--- config.mk ---
export PLATFORM = sky130hd
export DESIGN_NAME = hles_status
export DESIGN_NICKNAME = d
export VERILOG_FILES = /design/src/rtl/hles_pkg.sv /design/src/rtl/hles_status.sv /design/src/rtl/hles_sticky_bit.sv
export SDC_FILE = /design/constraint.sdc
export NUM_CORES = 1
export LEC_CHECK = 0
export BUFFER_PORTS_ARGS = -buffer_cell sky130_fd_sc_hd__buf_2
export CORE_UTILIZATION = 55
export CTS_BUF_LIST = sky130_fd_sc_hd__clkbuf_16
export CTS_CLUSTER_DIAMETER = 150
export DETAILED_ROUTE_END_ITERATION = 7
export GPL_ROUTABILITY_DRIVEN = 0
export PLACE_DENSITY = 0.88
export SETUP_SLACK_MARGIN = 0.2
export SYNTH_ARGS = -nofsm -noshare
export SYNTH_HDL_FRONTEND = slang
export SYNTH_SLANG_ARGS = --single-unit
--- constraint.sdc ---
create_clock -name CLK -period 2 [get_ports CLK]
set_clock_uncertainty 0.1 [all_clocks]
set_input_delay 0.4 -clock CLK [delete_from_list [all_inputs] [get_ports CLK]]
set_output_delay 0.4 -clock CLK [all_outputs]
set_load 0.1 [all_outputs]
--- src/rtl/hles_pkg.sv ---
// Constants and types shared by the data link event status bank
package hles_pkg;

  // ---------------------------------------------------------------
  // Register port geometry
  // ---------------------------------------------------------------
  localparam int ADDR_W = 4;
  localparam int DATA_W = 8;

  typedef logic [ADDR_W-1:0] hles_addr_type;
  typedef logic [DATA_W-1:0] hles_byte_type;

  // ---------------------------------------------------------------
  // Register indexes on the host port
  // ---------------------------------------------------------------
  localparam hles_addr_type STATUS_INDEX = 4'h0;
  localparam hles_addr_type ENABLE_INDEX = 4'h1;

  // ---------------------------------------------------------------
  // Field positions inside the status and enable registers
  // ---------------------------------------------------------------
  localparam int KIND_BIT     = 7;
  localparam int TX_START_BIT = 6;
  localparam int RX_START_BIT = 5;
  localparam int TX_END_BIT   = 4;
  localparam int RX_END_BIT   = 3;
  localparam int FCS_BIT      = 2;
  localparam int ABORT_BIT    = 1;
  localparam int FLAG_BIT     = 0;
  localparam int EVENT_COUNT  = 7;

  typedef logic [EVENT_COUNT-1:0] hles_event_type;

  // ---------------------------------------------------------------
  // Values after reset and fixed read values
  // ---------------------------------------------------------------
  localparam hles_byte_type  STATUS_RESET      = 8'h00;
  localparam hles_byte_type  ENABLE_RESET      = 8'h00;
  localparam hles_byte_type  UNMAPPED_DATA     = 8'h00;
  localparam hles_byte_type  IDLE_DATA         = 8'h00;
  localparam hles_byte_type  ENABLE_WRITE_MASK = 8'h7F;
  localparam hles_event_type EVENTS_RESET      = 7'h00;
  localparam logic           KIND_RESET        = 1'h0;

  // ---------------------------------------------------------------
  // Message kind encoding
  // ---------------------------------------------------------------
  localparam logic KIND_BIT_ORIENTED     = 1'h0;
  localparam logic KIND_MESSAGE_ORIENTED = 1'h1;

  // ---------------------------------------------------------------
  // Receive line patterns and counts
  // ---------------------------------------------------------------
  localparam hles_byte_type FLAG_OCTET  = 8'h7E;
  localparam logic [2:0]    ABORT_ONES  = 3'h7;
  localparam logic [2:0]    ONES_RESET  = 3'h0;
  localparam hles_byte_type SHIFT_RESET = 8'h00;

endpackage

--- src/rtl/hles_status.sv ---
// Data link event status and enable registers of one HDLC pair

module hles_status
  import hles_pkg::*;
(
  // Clock and reset
  input  wire logic                    CLK,
  input  wire logic                    RESET_N,
  // Host register port
  input  wire hles_pkg::hles_addr_type ADDR,
  input  wire hles_pkg::hles_byte_type WDATA,
  input  wire logic                    WR,
  input  wire logic                    RD,
  output hles_pkg::hles_byte_type      RDATA,
  // Transmit controller events
  input  wire logic                    TX_START,
  input  wire logic                    TX_END,
  // Receive controller events
  input  wire logic                    RX_START,
  input  wire logic                    RX_END,
  input  wire logic                    RX_BUFFER_FULL,
  input  wire logic                    RX_FRAME_CHECK_ERROR_EVENT,
  input  wire logic                    RX_MESSAGE_KIND,
  // Receive data link bit stream
  input  wire logic                    RX_BIT,
  input  wire logic                    RX_BIT_VALID,
  // Interrupt request
  output logic                         IRQ
);

  // ---------------------------------------------------------------
  // Declarations
  // ---------------------------------------------------------------
  logic           status_read;
  logic           enable_write;
  logic           end_taken;
  logic           end_hit;
  logic           message_kind_flag;
  logic [2:0]     ones_count;
  logic [2:0]     next_ones_count;
  hles_byte_type  rx_shift;
  hles_byte_type  next_rx_shift;
  logic           abort_seen;
  logic           flag_seen;
  hles_event_type set_vec;
  hles_event_type event_flags;
  hles_byte_type  enable_reg;
  hles_byte_type  status_now;
  hles_byte_type  next_rdata;
  logic           next_irq;
  hles_event_type irq_sources;
  // Latched events, one name per status event field
  logic           tx_start_event;
  logic           rx_start_event;
  logic           tx_end_event;
  logic           rx_end_event;
  logic           frame_check_error_event;
  logic           rx_abort_event;
  logic           rx_flag_event;

  // ---------------------------------------------------------------
  // Register decode
  // ---------------------------------------------------------------
  // The status event bits clear on any read strobe at its index
  // read clears events
  assign status_read  = RD & (ADDR == STATUS_INDEX);
  assign enable_write = WR & (ADDR == ENABLE_INDEX);

  // ---------------------------------------------------------------
  // End of reception qualification
  // ---------------------------------------------------------------
  // Only the first of message end or buffer full counts per message,
  // so a full buffer followed by the real end is one event, not two.
  // An end in the same cycle as a new start belongs to the old message.
  always_comb begin
    end_hit = (RX_END | RX_BUFFER_FULL) & ~end_taken;
  end

  always_ff @(posedge CLK) begin
    if (!RESET_N) begin
      end_taken <= 1'h0;
    end else if (RX_START) begin
      end_taken <= 1'h0;
    end else if (end_hit) begin
      end_taken <= 1'h1;
    end
  end

  // ---------------------------------------------------------------
  // Message kind of the last received message
  // ---------------------------------------------------------------
  // Captured when the message is closed so a new start does not
  // disturb the kind of the message software is still handling.
  always_ff @(posedge CLK) begin
    if (!RESET_N) begin
      message_kind_flag <= KIND_RESET;
    end else if (end_hit) begin
      message_kind_flag <= RX_MESSAGE_KIND ? KIND_MESSAGE_ORIENTED
                                           : KIND_BIT_ORIENTED;
    end
  end

  // ---------------------------------------------------------------
  // Abort detection on the receive bit stream
  // ---------------------------------------------------------------
  // Counter saturates so a long run of ones raises one event only,
  // and only a zero bit rearms it
  always_comb begin
    next_ones_count = ones_count;
    if (RX_BIT_VALID) begin
      if (!RX_BIT) begin
        next_ones_count = ONES_RESET;
      end else if (ones_count != ABORT_ONES) begin
        next_ones_count = ones_count + 3'h1;
      end
    end
  end

  always_comb begin
    abort_seen = RX_BIT_VALID & RX_BIT
               & (ones_count == ABORT_ONES - 3'h1);
  end

  always_ff @(posedge CLK) begin
    if (!RESET_N) begin
      ones_count <= ONES_RESET;
    end else begin
      ones_count <= next_ones_count;
    end
  end

  // ---------------------------------------------------------------
  // Flag octet detection on the receive bit stream
  // ---------------------------------------------------------------
  // Bits arrive first in the low position, as on the HDLC line
  // Flags that share a zero bit each raise their own event
  always_comb begin
    next_rx_shift = rx_shift;
    if (RX_BIT_VALID) begin
      next_rx_shift = {RX_BIT, rx_shift[DATA_W-1:1]};
    end
  end

  // Software pairs this event with receive end to see a whole frame
  always_comb begin
    flag_seen = RX_BIT_VALID & (next_rx_shift == FLAG_OCTET);
  end

  always_ff @(posedge CLK) begin
    if (!RESET_N) begin
      rx_shift <= SHIFT_RESET;
    end else begin
      rx_shift <= next_rx_shift;
    end
  end

  // ---------------------------------------------------------------
  // Event collection
  // ---------------------------------------------------------------
  always_comb begin
    set_vec = EVENTS_RESET;
    set_vec[TX_START_BIT] = TX_START;
    set_vec[RX_START_BIT] = RX_START;
    set_vec[TX_END_BIT]   = TX_END;
    set_vec[RX_END_BIT]   = end_hit;
    set_vec[FCS_BIT]      = RX_FRAME_CHECK_ERROR_EVENT;
    set_vec[ABORT_BIT]    = abort_seen;
    set_vec[FLAG_BIT]     = flag_seen;
  end

  // ---------------------------------------------------------------
  // Sticky event flags
  // ---------------------------------------------------------------
  genvar i;
  generate
    for (i = 0; i < EVENT_COUNT; i++) begin : g_event
      hles_sticky_bit u_flag (
        .CLK     (CLK),
        .RESET_N (RESET_N),
        .SET     (set_vec[i]),
        .CLEAR   (status_read),
        .FLAG    (event_flags[i])
      );
    end
  endgenerate

  // ---------------------------------------------------------------
  // Latched events by name
  // ---------------------------------------------------------------
  // Picked by field position so the read map follows the package
  always_comb begin
    tx_start_event          = event_flags[TX_START_BIT];
    rx_start_event          = event_flags[RX_START_BIT];
    tx_end_event            = event_flags[TX_END_BIT];
    rx_end_event            = event_flags[RX_END_BIT];
    frame_check_error_event = event_flags[FCS_BIT];
    rx_abort_event          = event_flags[ABORT_BIT];
    rx_flag_event           = event_flags[FLAG_BIT];
  end

  // ---------------------------------------------------------------
  // Enable register
  // ---------------------------------------------------------------
  // Bit 7 has no event behind it and always reads zero
  // enable bits per event
  always_ff @(posedge CLK) begin
    if (!RESET_N) begin
      enable_reg <= ENABLE_RESET;
    end else if (enable_write) begin
      enable_reg <= WDATA & ENABLE_WRITE_MASK;
    end
  end

  // ---------------------------------------------------------------
  // Read path
  // ---------------------------------------------------------------
  // Writes to the status index are dropped: the kind bit is
  // hardware owned and event bits clear only by reading.
  always_comb begin
    status_now                = STATUS_RESET;
    status_now[KIND_BIT]      = message_kind_flag;
    status_now[TX_START_BIT]  = tx_start_event;
    status_now[RX_START_BIT]  = rx_start_event;
    status_now[TX_END_BIT]    = tx_end_event;
    status_now[RX_END_BIT]    = rx_end_event;
    status_now[FCS_BIT]       = frame_check_error_event;
    status_now[ABORT_BIT]     = rx_abort_event;
    status_now[FLAG_BIT]      = rx_flag_event;
  end

  always_comb begin
    next_rdata = IDLE_DATA;
    if (RD) begin
      case (ADDR)
        STATUS_INDEX: begin
          next_rdata = status_now;
        end
        ENABLE_INDEX: begin
          next_rdata = enable_reg;
        end
        default: begin
          next_rdata = UNMAPPED_DATA;
        end
      endcase
    end
  end

  // Idle data between reads, so a stale value never looks fresh
  always_ff @(posedge CLK) begin
    if (!RESET_N) begin
      RDATA <= IDLE_DATA;
    end else begin
      RDATA <= next_rdata;
    end
  end

  // ---------------------------------------------------------------
  // Interrupt request
  // ---------------------------------------------------------------
  // Registered, so it trails the flags by one cycle; it drops one
  // cycle after the clearing read unless a new event came in.
  always_comb begin
    irq_sources = event_flags & enable_reg[EVENT_COUNT-1:0];
    next_irq    = |irq_sources;
  end

  always_ff @(posedge CLK) begin
    if (!RESET_N) begin
      IRQ <= 1'h0;
    end else begin
      IRQ <= next_irq;
    end
  end

endmodule

--- src/rtl/hles_sticky_bit.sv ---
// One sticky event flag: set by hardware, cleared by a clearing read
module hles_sticky_bit (
  // Clock and reset
  input  wire logic CLK,
  input  wire logic RESET_N,
  // Event and clear
  input  wire logic SET,
  input  wire logic CLEAR,
  // Flag
  output logic      FLAG
);

  logic next_flag;

  // ---------------------------------------------------------------
  // Set has priority over clear
  // ---------------------------------------------------------------
  always_comb begin
    next_flag = SET | (FLAG & ~CLEAR);
  end

  always_ff @(posedge CLK) begin
    if (!RESET_N) begin
      FLAG <= 1'h0;
    end else begin
      FLAG <= next_flag;
    end
  end

endmodule

Word-level counts from Yosys, hierarchy flattened
Index checks and enable logic that the tools add are counted.
{ "op_classes": {"n_addsub": 1, "bitwise": 25, "multipliers": 0, "div_mod_pow": 0, "n_eq_ne": 5, "reduce_logical": 5, "n_lt_le_gt_ge": 0, "shifts": 0, "n_mux": 5} }
{ "ops": {"columns": ["op", "count"], "rows": [
  ["$pmux 8 s2", 1],
  ["$and 1x1->1", 13],
  ["$eq 8x7->1 const B", 1],
  ["$mux 8", 1],
  ["$or 1x1->1", 8],
  ["$and 7x7->7", 1],
  ["$reduce_or 7->1", 1],
  ["$mux 3", 2],
  ["$eq 4x1->1 const B", 1],
  ["$logic_not 4->1", 1],
  ["$reduce_and 2->1", 2],
  ["$add 3x1->3 const B", 1],
  ["$eq 3x3->1 const B", 1],
  ["$ne 3x3->1 const B", 1],
  ["$not 1->1", 3],
  ["$ne 2x1->1 const B", 1],
  ["$reduce_or 2->1", 1],
  ["$mux 1", 1]
]} }
{ "word_totals": {"input_bits": 25, "latch_bits": 0, "mem_count": 0, "out_inout_bits": 9, "rom_bits": 0, "mem_bits_rw": 0, "regBits": 36, "elab_cells": 55} }

Logic depth before layout (Yosys ltp)
Gate-level depths: netlist of run 1.
{ "logic_depth": {"depth_word": 5, "mapped_depth": 5, "mapped_depth_nobuf": 5} }

Hierarchy
From an unflattened synthesis of run 1, not the netlist that was laid out.
{ "unflattened": {"hier_cells": 139, "area_unflattened_um2": 1437.6} }
{ "modules_own_cells": {"columns": ["module", "cells_per_inst", "area_per_inst_um2", "seq_area_each_um2", "n_inst"], "rows": [
  ["hles_status", 118, 1148.6, 560.5, 1],
  ["hles_sticky_bit", 3, 41.3, 20.0, 7]
]} }

Worst setup path before layout of run 1
Ideal clock, no wire load.
{ "synth_path": {"path_kind": "flip-flop to output port", "startpoint": "reg IRQ", "endpoint": "out IRQ", "required_ns": 1.500, "stages_incl_launch_ff": 1, "path_slack_ns": 0.591, "path_buffers": 0, "arrival_time_ns": 0.909, "path_cell_list": "dfxtp_1"} }
{ "synth_rtl": {"columns": ["element", "line_no", "rtl"], "rows": [
  ["from (decl)", "hles_status.sv:28", "output logic IRQ"],
  ["from (signal assigned)", "hles_status.sv:271", "IRQ <= next_irq;"]
]} }
No word-level cell between the ends.

Worst setup path in the final report of run 1
{ "layout_path": {"startpoint": "reg RDATA[4]", "endpoint": "out RDATA[4]"} }
{ "layout_rtl": {"columns": ["element", "line_no", "rtl"], "rows": [
  ["from (decl)", "hles_status.sv:14", "output hles_pkg::hles_byte_type RDATA,"],
  ["from (signal assigned)", "hles_status.sv:253", "RDATA <= next_rdata;"]
]} }
No word-level cell between the ends.

==> impl_metrics.ini, run 1 <==
[final_layout]
final_area_sq_um = 1710
regMostFlops = RDATA
nNetsFinal = 197
area_delta_synth_final_pct = 27.1
fin_util_pct = 75.9
diodes = 0
largest_reg_flops = 8
drive_above_1_share_pct = 27.6

[worst_setup_path]
worstPathCellList = buf_2
crit_buf_inv = 1
r2r_start = ones_count[0]
crit_path_end_kind = primary output
required_ns = 1.50
max_stage_delay_ns = 0.42
timing_worst_setup_path_type = reg -> out
ff2ff_setup_slack_ns = 0.56
cp.arrival_ns = 1.01
path_delay_family = buffers and inverters
r2r_cells = 4
crit_fanout = 1
crit_path_start_kind = register
cpMaxStageDelayCell = buf_2
reg2reg_to = ones_count[0]

[sta]
period_share_pct = 75.7
hold_ws_ns = 0.240
setup-tns-final_ns = 0
rsz0062_at_grt = no
finalHoldViolCount = 0
maxSlewHeadroom_pct = 64.0
max_freq_ghz = 0.660
worstMarginPinSlew_ns = 0.538
min_period_ns = 1.51
slew_viol_final = 0
final-setup-viol-count = 0

[grt]
first_global_vias = 1078
antenna_found_initial = 0
grt_max_degree = 16
grt_pass1_wl_um = 4930
grt_overflow = 0
grt_usage_pct = 26.3

[route]
final_antenna_net_count = 0
vias = 1142
drc_errors = 0
viasPerCell = 5.77
drt_iter0_drc = 23
drtPass1Iterations = 4
wire_per_inst_um = 15.2
wl_um = 3010

[placement]
port_buffers = 32
dp_hpwl_um = 2180
placed_cell_area_sq_um = 1550

[synthesis]
synthesis.nets = 159
synthFlopType = dfxtp_1
synth_area_leaders = dfxtp_1 (52%), mux2i_1 (10%), nand2_1 (5.9%), a22oi_1 (5.0%), nor2_1 (3.9%)
synth_seq_cells = 35
async_flop_share_pct = 0
yosys-top-cells-count = dfxtp_1 (35), nand2_1 (21), mux2i_1 (14), nor2_1 (14), a22oi_1 (9)
yosysMostFrequentCell = dfxtp_1
synth_area_sq_um = 1350
yosysTopAreaCell = dfxtp_1
synth_edf_count = 0
synth.yosys.seq_area_share_pct = 52.0
yosys_warnings = 0
yosysTopAreaCellShare_pct = 52.0
ys_types = 28
netlist_instances = 131
avgSynthCellArea_sq_um = 10.3

[clock_network]
ctsHoldBuffers = 0
cts_tree = yes
clock_path_buffers = 2
clkTransAtPathRegs_ns = 0.05
cts_buffers = 5
cts.repair.resized = 0
clk-insertion-delay-late_ns = 0.28
cts_setup_buffers = 0
clockRootBuffer = clkbuf_16
htree_levels = 2
cts.sinks = 35

[die]
core_sq_um = 2250
die_x_um = 51.5
core.rowCount = 17
die_h_um = 51.5
initial_core_util_pct = 59.7
die_area_sq_um = 2650
pin_count = 34

[hold_path]
hp-start = RX_START
worst_hold_path.num_cells = 2
min_to = end_taken
worstHoldPathType = in -> reg

[pwr]
p_leak_nw = 0.783
p_per_area_nw_per_um2 = 990
ir_drop_uv = 824

[run_status]
status = completed

[job]
drv_cap = 0
## worst max path at each step
stage,from,endpoint,slack (ns),cells after the start
after global placement,ADDR[3],enable_reg[0],0.40,4
final,RDATA[4],RDATA[4],0.49,1
after floorplan,IRQ,IRQ,0.59,0
after global routing,RDATA[4],RDATA[4],0.45,1
after detailed placement,ADDR[3],enable_reg[1],0.35,4
after CTS,RDATA[4],RDATA[4],0.47,1
## cell type report
cell class,count,area [sq um]
Clock buffer,5,125
Fill cell,160,543
Multi-Input combinational cell,90,622
Inverter,2,7.51
Tap cell,28,35.0
Sequential cell,35,701
Clock inverter,3,38.8
Timing Repair Buffer,35,183
## layout by cell type, fill, tap and decap left out, types with 2 or more instances in the layout
cell | netlist | routed
a21oi_1 | 4 | 4
a22o_1 | 4 | 4
a22oi_1 | 9 | 9
buf_2 | 1 | 32
buf_4 | 0 | 3
clkbuf_16 | 0 | 5
dfxtp_1 | 35 | 35
ha_1 | 3 | 3
inv_1 | 2 | 2
mux2i_1 | 14 | 14
nand2_1 | 21 | 21
nor2_1 | 14 | 14
nor3_1 | 2 | 2
o2bb2ai_1 | 3 | 3
or3_1 | 2 | 2
## metrics by stage
step | instances | power [mW] | setup WS, ns
after floorplan | 131 | 0.803 | 0.591
after global placement | 190 | 0.845 | 0.405
after detailed placement | 190 | 0.853 | 0.350
after CTS | 198 | 1.70 | 0.474
after global routing | 198 | 1.75 | 0.446
final | 198 | 1.70 | 0.485
## layer usage
metal	routed length [um]	GRT usage, %	up-vias	share of wire [%]
met2	1450	40.5	46	48
met4	40	11.3	0	1.3
met5	0	0	-	0
li1	-	-	547	-
met3	217	10.7	8	7.2
met1	1300	32.2	541	43
## power breakdown
part / switching, mW / internal [mW]
clock network: 0.274 / 0.580
registers: 0.0165 / 0.718
logic: 0.0609 / 0.0463
## cell families after synthesis
logic type,after synthesis,share of synthesized area (%)
fa+ha+maj,3,2.79
simple gates,48,18.8
compound gates,25,14.2
flops,35,52.0
buf+inv,6,1.77
mux,14,10.4
Power figures use the tool's default switching activity.
==> run 2, diff against run 1 <==
--- a/config.mk
+++ b/config.mk
@@ -6,12 +6,12 @@
 export NUM_CORES = 1
 export LEC_CHECK = 0
 export BUFFER_PORTS_ARGS = -buffer_cell sky130_fd_sc_hd__buf_2
-export CORE_UTILIZATION = 55
+export CORE_UTILIZATION = 51
 export CTS_BUF_LIST = sky130_fd_sc_hd__clkbuf_16
 export CTS_CLUSTER_DIAMETER = 150
 export DETAILED_ROUTE_END_ITERATION = 7
 export GPL_ROUTABILITY_DRIVEN = 0
-export PLACE_DENSITY = 0.88
+export PLACE_DENSITY = 0.83
 export SETUP_SLACK_MARGIN = 0.2
 export SYNTH_ARGS = -nofsm -noshare
 export SYNTH_HDL_FRONTEND = slang
==> constraint.sdc (replaced) <==
create_clock -name CLK -period 1.44 [get_ports CLK]
set_clock_uncertainty 0.1 [all_clocks]
set_input_delay 0.288 -clock CLK [delete_from_list [all_inputs] [get_ports CLK]]
set_output_delay 0.288 -clock CLK [all_outputs]
set_load 0.1 [all_outputs]
==> run 2 against run 1 <==
  * Worst hold slack got worse by 0.14 ns
  * Sequential cell count did not move
  * Sequential share of layout area fell by 1.6 points
  * Register-to-register slack got worse by 0.49 ns
  * Clock power rose by 14%
  * Non-clock buffer count rose by 2
  * Critical path type is now reg -> reg
  * Highest routed layer unchanged
==> impl_metrics.ini, run 2 (synthesis results as in run 1) <==
[sta]
final-setup-viol-count = 0
maxSlewHeadroom_pct = 77.4
period_share_pct = 95.2
min_period_ns = 1.37
rsz0062_at_grt = yes
max_freq_ghz = 0.729
slew_viol_final = 0
worstMarginPinSlew_ns = 0.339
finalHoldViolCount = 0
setup-tns-final_ns = 0
fin_ws_ns = 0.0691

[run_status]
status = completed

[pwr]
internal_power_mw = 1.68
p_per_area_nw_per_um2 = 1180
p_leak_nw = 0.789
p_total_mw = 2.15
pwr-share-seq_pct = 47.3
ir_drop_uv = 1270
p_comb_share_pct = 7.4
swShare_pct = 21.9
power.switching_mw = 0.471
p_clk_share_pct = 45.3

[clock_network]
ctsHoldBuffers = 0
clk-insertion-delay-late_ns = 0.28
clock_path_buffers = 2
cts_tree = yes
cts_setup_buffers = 0
htree_levels = 2
clkTransAtPathRegs_ns = 0.05
cts.sinks = 35
cts_buffers = 5
clockRootBuffer = clkbuf_16

[die]
pin_count = 34
die_x_um = 53.4
die_h_um = 53.4
initial_core_util_pct = 54.3
core_sq_um = 2480
core.rowCount = 18
die_area_sq_um = 2850

[worst_setup_path]
cp.arrival_ns = 1.48
crit_path_end_kind = register
max_stage_delay_ns = 0.37
crit_fanout = 4
worstPathCellList = ha_4 -> ha_4 -> or3_4 -> a21oi_2
timing_worst_setup_path_type = reg -> reg
crit_buf_inv = 0
crit_path_start_kind = register
cpMaxStageDelayCell = or3_4
required_ns = 1.55
cp_common_cell = ha_4
path_delay_family = simple AND/OR/NAND/NOR gates

[route]
final_antenna_net_count = 0
vias = 1129
wl_um = 3080
drtPass1Iterations = 4
wire_per_inst_um = 15.4
viasPerCell = 5.65
drt_iter0_drc = 30
drc_errors = 0

[grt]
grt_use_met2_pct = 39.8
top_usage_layer = met2
grt.met3_usage_pct = 10.1
grt_max_degree = 21
antenna_found_initial = 0
grt_pass1_wl_um = 4800
grt_usage_pct = 24.2
grt_overflow = 0
use_met1_pct = 27.0
first_global_vias = 1096

[placement]
port_buffers = 32
place_ws_ns = 0.0558
dp_hpwl_um = 1990
dpl.cell_count = 194

[final_layout]
nNetsFinal = 199
diodes = 0
final_cell_mix = dfxtp_1 (24), buf_2 (23), nand2_1 (20), mux2i_1 (14), nor2_1 (14)
fillers = 166
area_delta_synth_final_pct = 35.7
final_common_cell = dfxtp_1
largest_reg_flops = 8
layoutNonFillerInstCount = 200
regMostFlops = RDATA
drive_above_1_share_pct = 38.8

[hold_path]
worstHoldPathType = in -> reg

[job]
drv_cap = 0
-- run 2: cell count changes in the layout (fill, tap and decap cells not counted), moves of 3 or more --
| cell | delta |
|---|---|
| dfxtp_2 | +9 |
| ha_1 | -3 |
| dfxtp_1 | -11 |
| buf_2 | -9 |
| buf_6 | +9 |
| ha_4 | +3 |
-- run 2: metrics by stage --
stage | cell area, sq um | util (%) | hold slack (ns)
4_1_cts | 1780 | 71.8 | 0.0996
6_report | 1830 | 73.7 | 0.100
5_1_grt | 1830 | 73.7 | 0.105
3_5_place_dp | 1590 | 64.2 | 0.373
3_3_place_gp | 1590 | 64.2 | 0.361
2_1_floorplan | 1370 | - | 0.267
-- run 2: repair_timing --
action / in CTS / in global routing
pin swaps: 1 / 3
gates resized for setup: 20 / 9
setup endpoints to repair: 12 / 3
-- run 2: layout make-up --
class / instances / area (sq um) / area share [%]
clock buffer: 5 / 125 / 6.85
sequential: 35 / 719 / 39.4
tap: 30 / 37.5 / 2.05
multi-input combinational: 90 / 679 / 37.2
clock inverter: 1 / 3.75 / 0.205
timing repair buffer: 37 / 254 / 13.9
inverter: 2 / 7.51 / 0.411
-- run 2: path summary, 6_finish.rpt --
check / depth (start not counted) / from / slack (ns) / end
min: 2 / RX_START / 0.10 / end_taken
max reg2reg: 4 / ones_count[1] / 0.07 / ones_count[1]
min reg2reg: 2 / enable_reg[3] / 0.39 / enable_reg[3]
max: 4 / ones_count[1] / 0.07 / ones_count[1]
-- run 2: per-layer routing --
metal / wire [um] / vias to the layer above
li1: - / 548
met1: 1220 / 518
met2: 1630 / 55
met3: 180 / 8
met4: 52 / 0
met5: 0 / -
-- run 2: power groups by stage --
stage               clock (mW)  combinational [mW]  sequential, mW
CTS                      0.975               0.152            1.02
global placement             0               0.143            1.03
finish                   0.974               0.159            1.02
detailed placement           0               0.148            1.04
global route              1.04               0.174            1.02
floorplan                    0              0.0742            1.04
-- run 2: worst register-to-register path, stage by stage (launching register included) --
cell,delay (ns)
dfxtp_4,0.36
ha_4,0.17
ha_4,0.16
or3_4,0.37
a21oi_2,0.14
==> run 3, diff against run 2 <==
--- a/config.mk
+++ b/config.mk
@@ -6,13 +6,14 @@
 export NUM_CORES = 1
 export LEC_CHECK = 0
 export BUFFER_PORTS_ARGS = -buffer_cell sky130_fd_sc_hd__buf_2
-export CORE_UTILIZATION = 51
+export CORE_UTILIZATION = 52
 export CTS_BUF_LIST = sky130_fd_sc_hd__clkbuf_16
 export CTS_CLUSTER_DIAMETER = 150
 export DETAILED_ROUTE_END_ITERATION = 7
 export GPL_ROUTABILITY_DRIVEN = 0
-export PLACE_DENSITY = 0.83
+export PLACE_DENSITY = 0.84
 export SETUP_SLACK_MARGIN = 0.2
 export SYNTH_ARGS = -nofsm -noshare
 export SYNTH_HDL_FRONTEND = slang
+export SYNTH_HIERARCHICAL = 1
 export SYNTH_SLANG_ARGS = --single-unit
==> run 3 against run 2 <==
  * Utilization increased by 1.3 points
  * Area after synthesis grew 6.8%
  * Fmax grew 2.4%
  * Worst hold slack lost 0.0031 ns
  * Highest routed layer unchanged
  * Cell area up 4.6%
  * Critical path type unchanged
  * Clock-buffer cell count unchanged
  * Largest power group unchanged
==> impl_metrics.ini, run 3 <==
[route]
drc_errors = 0
final_antenna_net_count = 0
viasPerCell = 5.50
drtPass1Iterations = 4
wl_um = 2990
wire_per_inst_um = 14.2
drt_iter0_drc = 20
vias = 1154

[synthesis]
synthesis.nets = 167
avgSynthCellArea_sq_um = 10.3
synth.yosys.seq_area_share_pct = 48.7
yosys_warnings = 6
synthFlopType = dfxtp_1
ys_types = 26
netlist_instances = 139
synth_area_sq_um = 1440
yosysMostFrequentCell = dfxtp_1
yosysTopAreaCell = dfxtp_1
yosysTopAreaCellShare_pct = 48.7
yosys-top-cells-count = dfxtp_1 (35), nand2_1 (21), mux2i_1 (13), nor2_1 (13), a22oi_1 (9)
synth_area_leaders = dfxtp_1 (49%), mux2i_1 (9.1%), nor2b_4 (6.7%), nand2_1 (5.5%), a22oi_1 (4.7%)
async_flop_share_pct = 0
synth_edf_count = 0
synth_seq_cells = 35

[grt]
grt_pass1_wl_um = 4960
grt_usage_pct = 25.1
grt_overflow = 0
antenna_found_initial = 0
first_global_vias = 1181
grt_max_degree = 15

[final_layout]
nNetsFinal = 207
seq_area_sq_um = 717
final_cell_mix = dfxtp_1 (24), buf_2 (23), nand2_1 (21), nor2_1 (13), mux2i_1 (13)
regMostFlops = RDATA
final_common_cell = dfxtp_1
fillers = 184
diodes = 0
largest_reg_flops = 8
fin_util_pct = 75.1
drive_above_1_share_pct = 39.4
multi_input_area_sq_um = 754
area_delta_synth_final_pct = 32.9

[clock_network]
htree_levels = 2
clockRootBuffer = clkbuf_16
cts_setup_buffers = 0
cts_buffers = 5
cts_tree = yes
clkTransAtPathRegs_ns = 0.05
cts.sinks = 35
ctsHoldBuffers = 0
clk-insertion-delay-late_ns = 0.28
clock_path_buffers = 2

[worst_setup_path]
crit_path_end_kind = register
required_ns = 1.55
cp.arrival_ns = 1.44
crit_path_start_kind = register
timing_worst_setup_path_type = reg -> reg
crit_fanout = 4

[sta]
finalHoldViolCount = 0
period_share_pct = 93.0
slew_viol_final = 0
fin_ws_ns = 0.101
maxSlewHeadroom_pct = 71.1
worstMarginPinSlew_ns = 0.433
final-setup-viol-count = 0
rsz0062_at_grt = yes
hold_ws_ns = 0.0972
min_period_ns = 1.34
max_freq_ghz = 0.747

[die]
die_area_sq_um = 2980
core.rowCount = 18
die_h_um = 54.6
pin_count = 34
core_sq_um = 2540
initial_core_util_pct = 56.5
die_x_um = 54.6

[pwr]
p_total_mw = 2.16
ir_drop_uv = 1400
p_per_area_nw_per_um2 = 1130
p_leak_nw = 0.834

[run_status]
status = completed

[job]
drv_cap = 0

[placement]
dp_hpwl_um = 2140
place_ws_ns = -0.0538
port_buffers = 32

[hold_path]
worstHoldPathType = in -> reg
## run 3: changes by cell type in the layout (fill, tap and decap cells not counted), moves of 2 or more
cell,before,now
o2bb2ai_1,3,0
a22o_1,4,0
o21a_1,0,7
clkinv_1,0,2
nor2b_4,0,7
## run 3: power breakdown
group	switching, mW	internal, mW	leakage (nW)
Clock	0.366	0.620	0.0701
Sequential	0.0182	0.993	0.290
Combinational	0.0838	0.0816	0.473
Total	0.468	1.70	0.834
## run 3: stage by stage
stage / TNS (ns) / cells / area (sq um)
after floorplan: -0.0376 / 139 / 1480
after global placement: -0.0893 / 202 / 1700
after detailed placement: -0.407 / 202 / 1700
after CTS: 0 / 210 / 1890
after global routing: 0 / 210 / 1910
final: 0 / 210 / 1910
## run 3: routing by layer
| metal | GRT usage (%) | part of all wire, % |
|---|---|---|
| met1 | 22.8 | 36 |
| met2 | 47.2 | 57 |
| met3 | 11.1 | 5.2 |
| met4 | 10.3 | 0.97 |
| met5 | 0 | 0 |
## run 3: repair_timing
item | in CTS | in global routing
gates resized for setup | 18 | 5
pin swaps | 0 | 2
setup endpoints to repair | 12 | 6
## run 3: final timing paths
path,start,endpoint,slack (ns),cells past startpoint
setup / recovery,ones_count[0],ones_count[0],0.10,4
hold / removal,RX_START,end_taken,0.1,2
setup reg to reg,ones_count[0],ones_count[0],0.10,4
hold reg to reg,message_kind_flag,RDATA[7],0.37,1
## run 3: cell type report
cell class              instances  share of cell area, %
multi-input cells              97                   39.5
inverters                       3                  0.589
repair buffers                 37                   13.3
flip-flops and latches         35                   37.5
clock buffers                   5                   6.55
well taps                      30                   1.96
clock inverters                 3                  0.589
## run 3: worst max-delay path, cell delays in order (launching register included)
cell and delay [ns]:
dfxtp_4 0.36, ha_4 0.16, ha_4 0.16, or3_4 0.37, a21oi_2 0.12
## run 3: cell families after synthesis
family / after synthesis / synth area share (%)
flip-flops: 35 / 48.7
AND/OR/NAND/NOR: 56 / 25.2
adder cells (fa/ha/maj): 3 / 2.61
AO/OA/AOI/OAI: 25 / 12.4
multiplexers: 13 / 9.05
buffers and inverters: 7 / 1.91
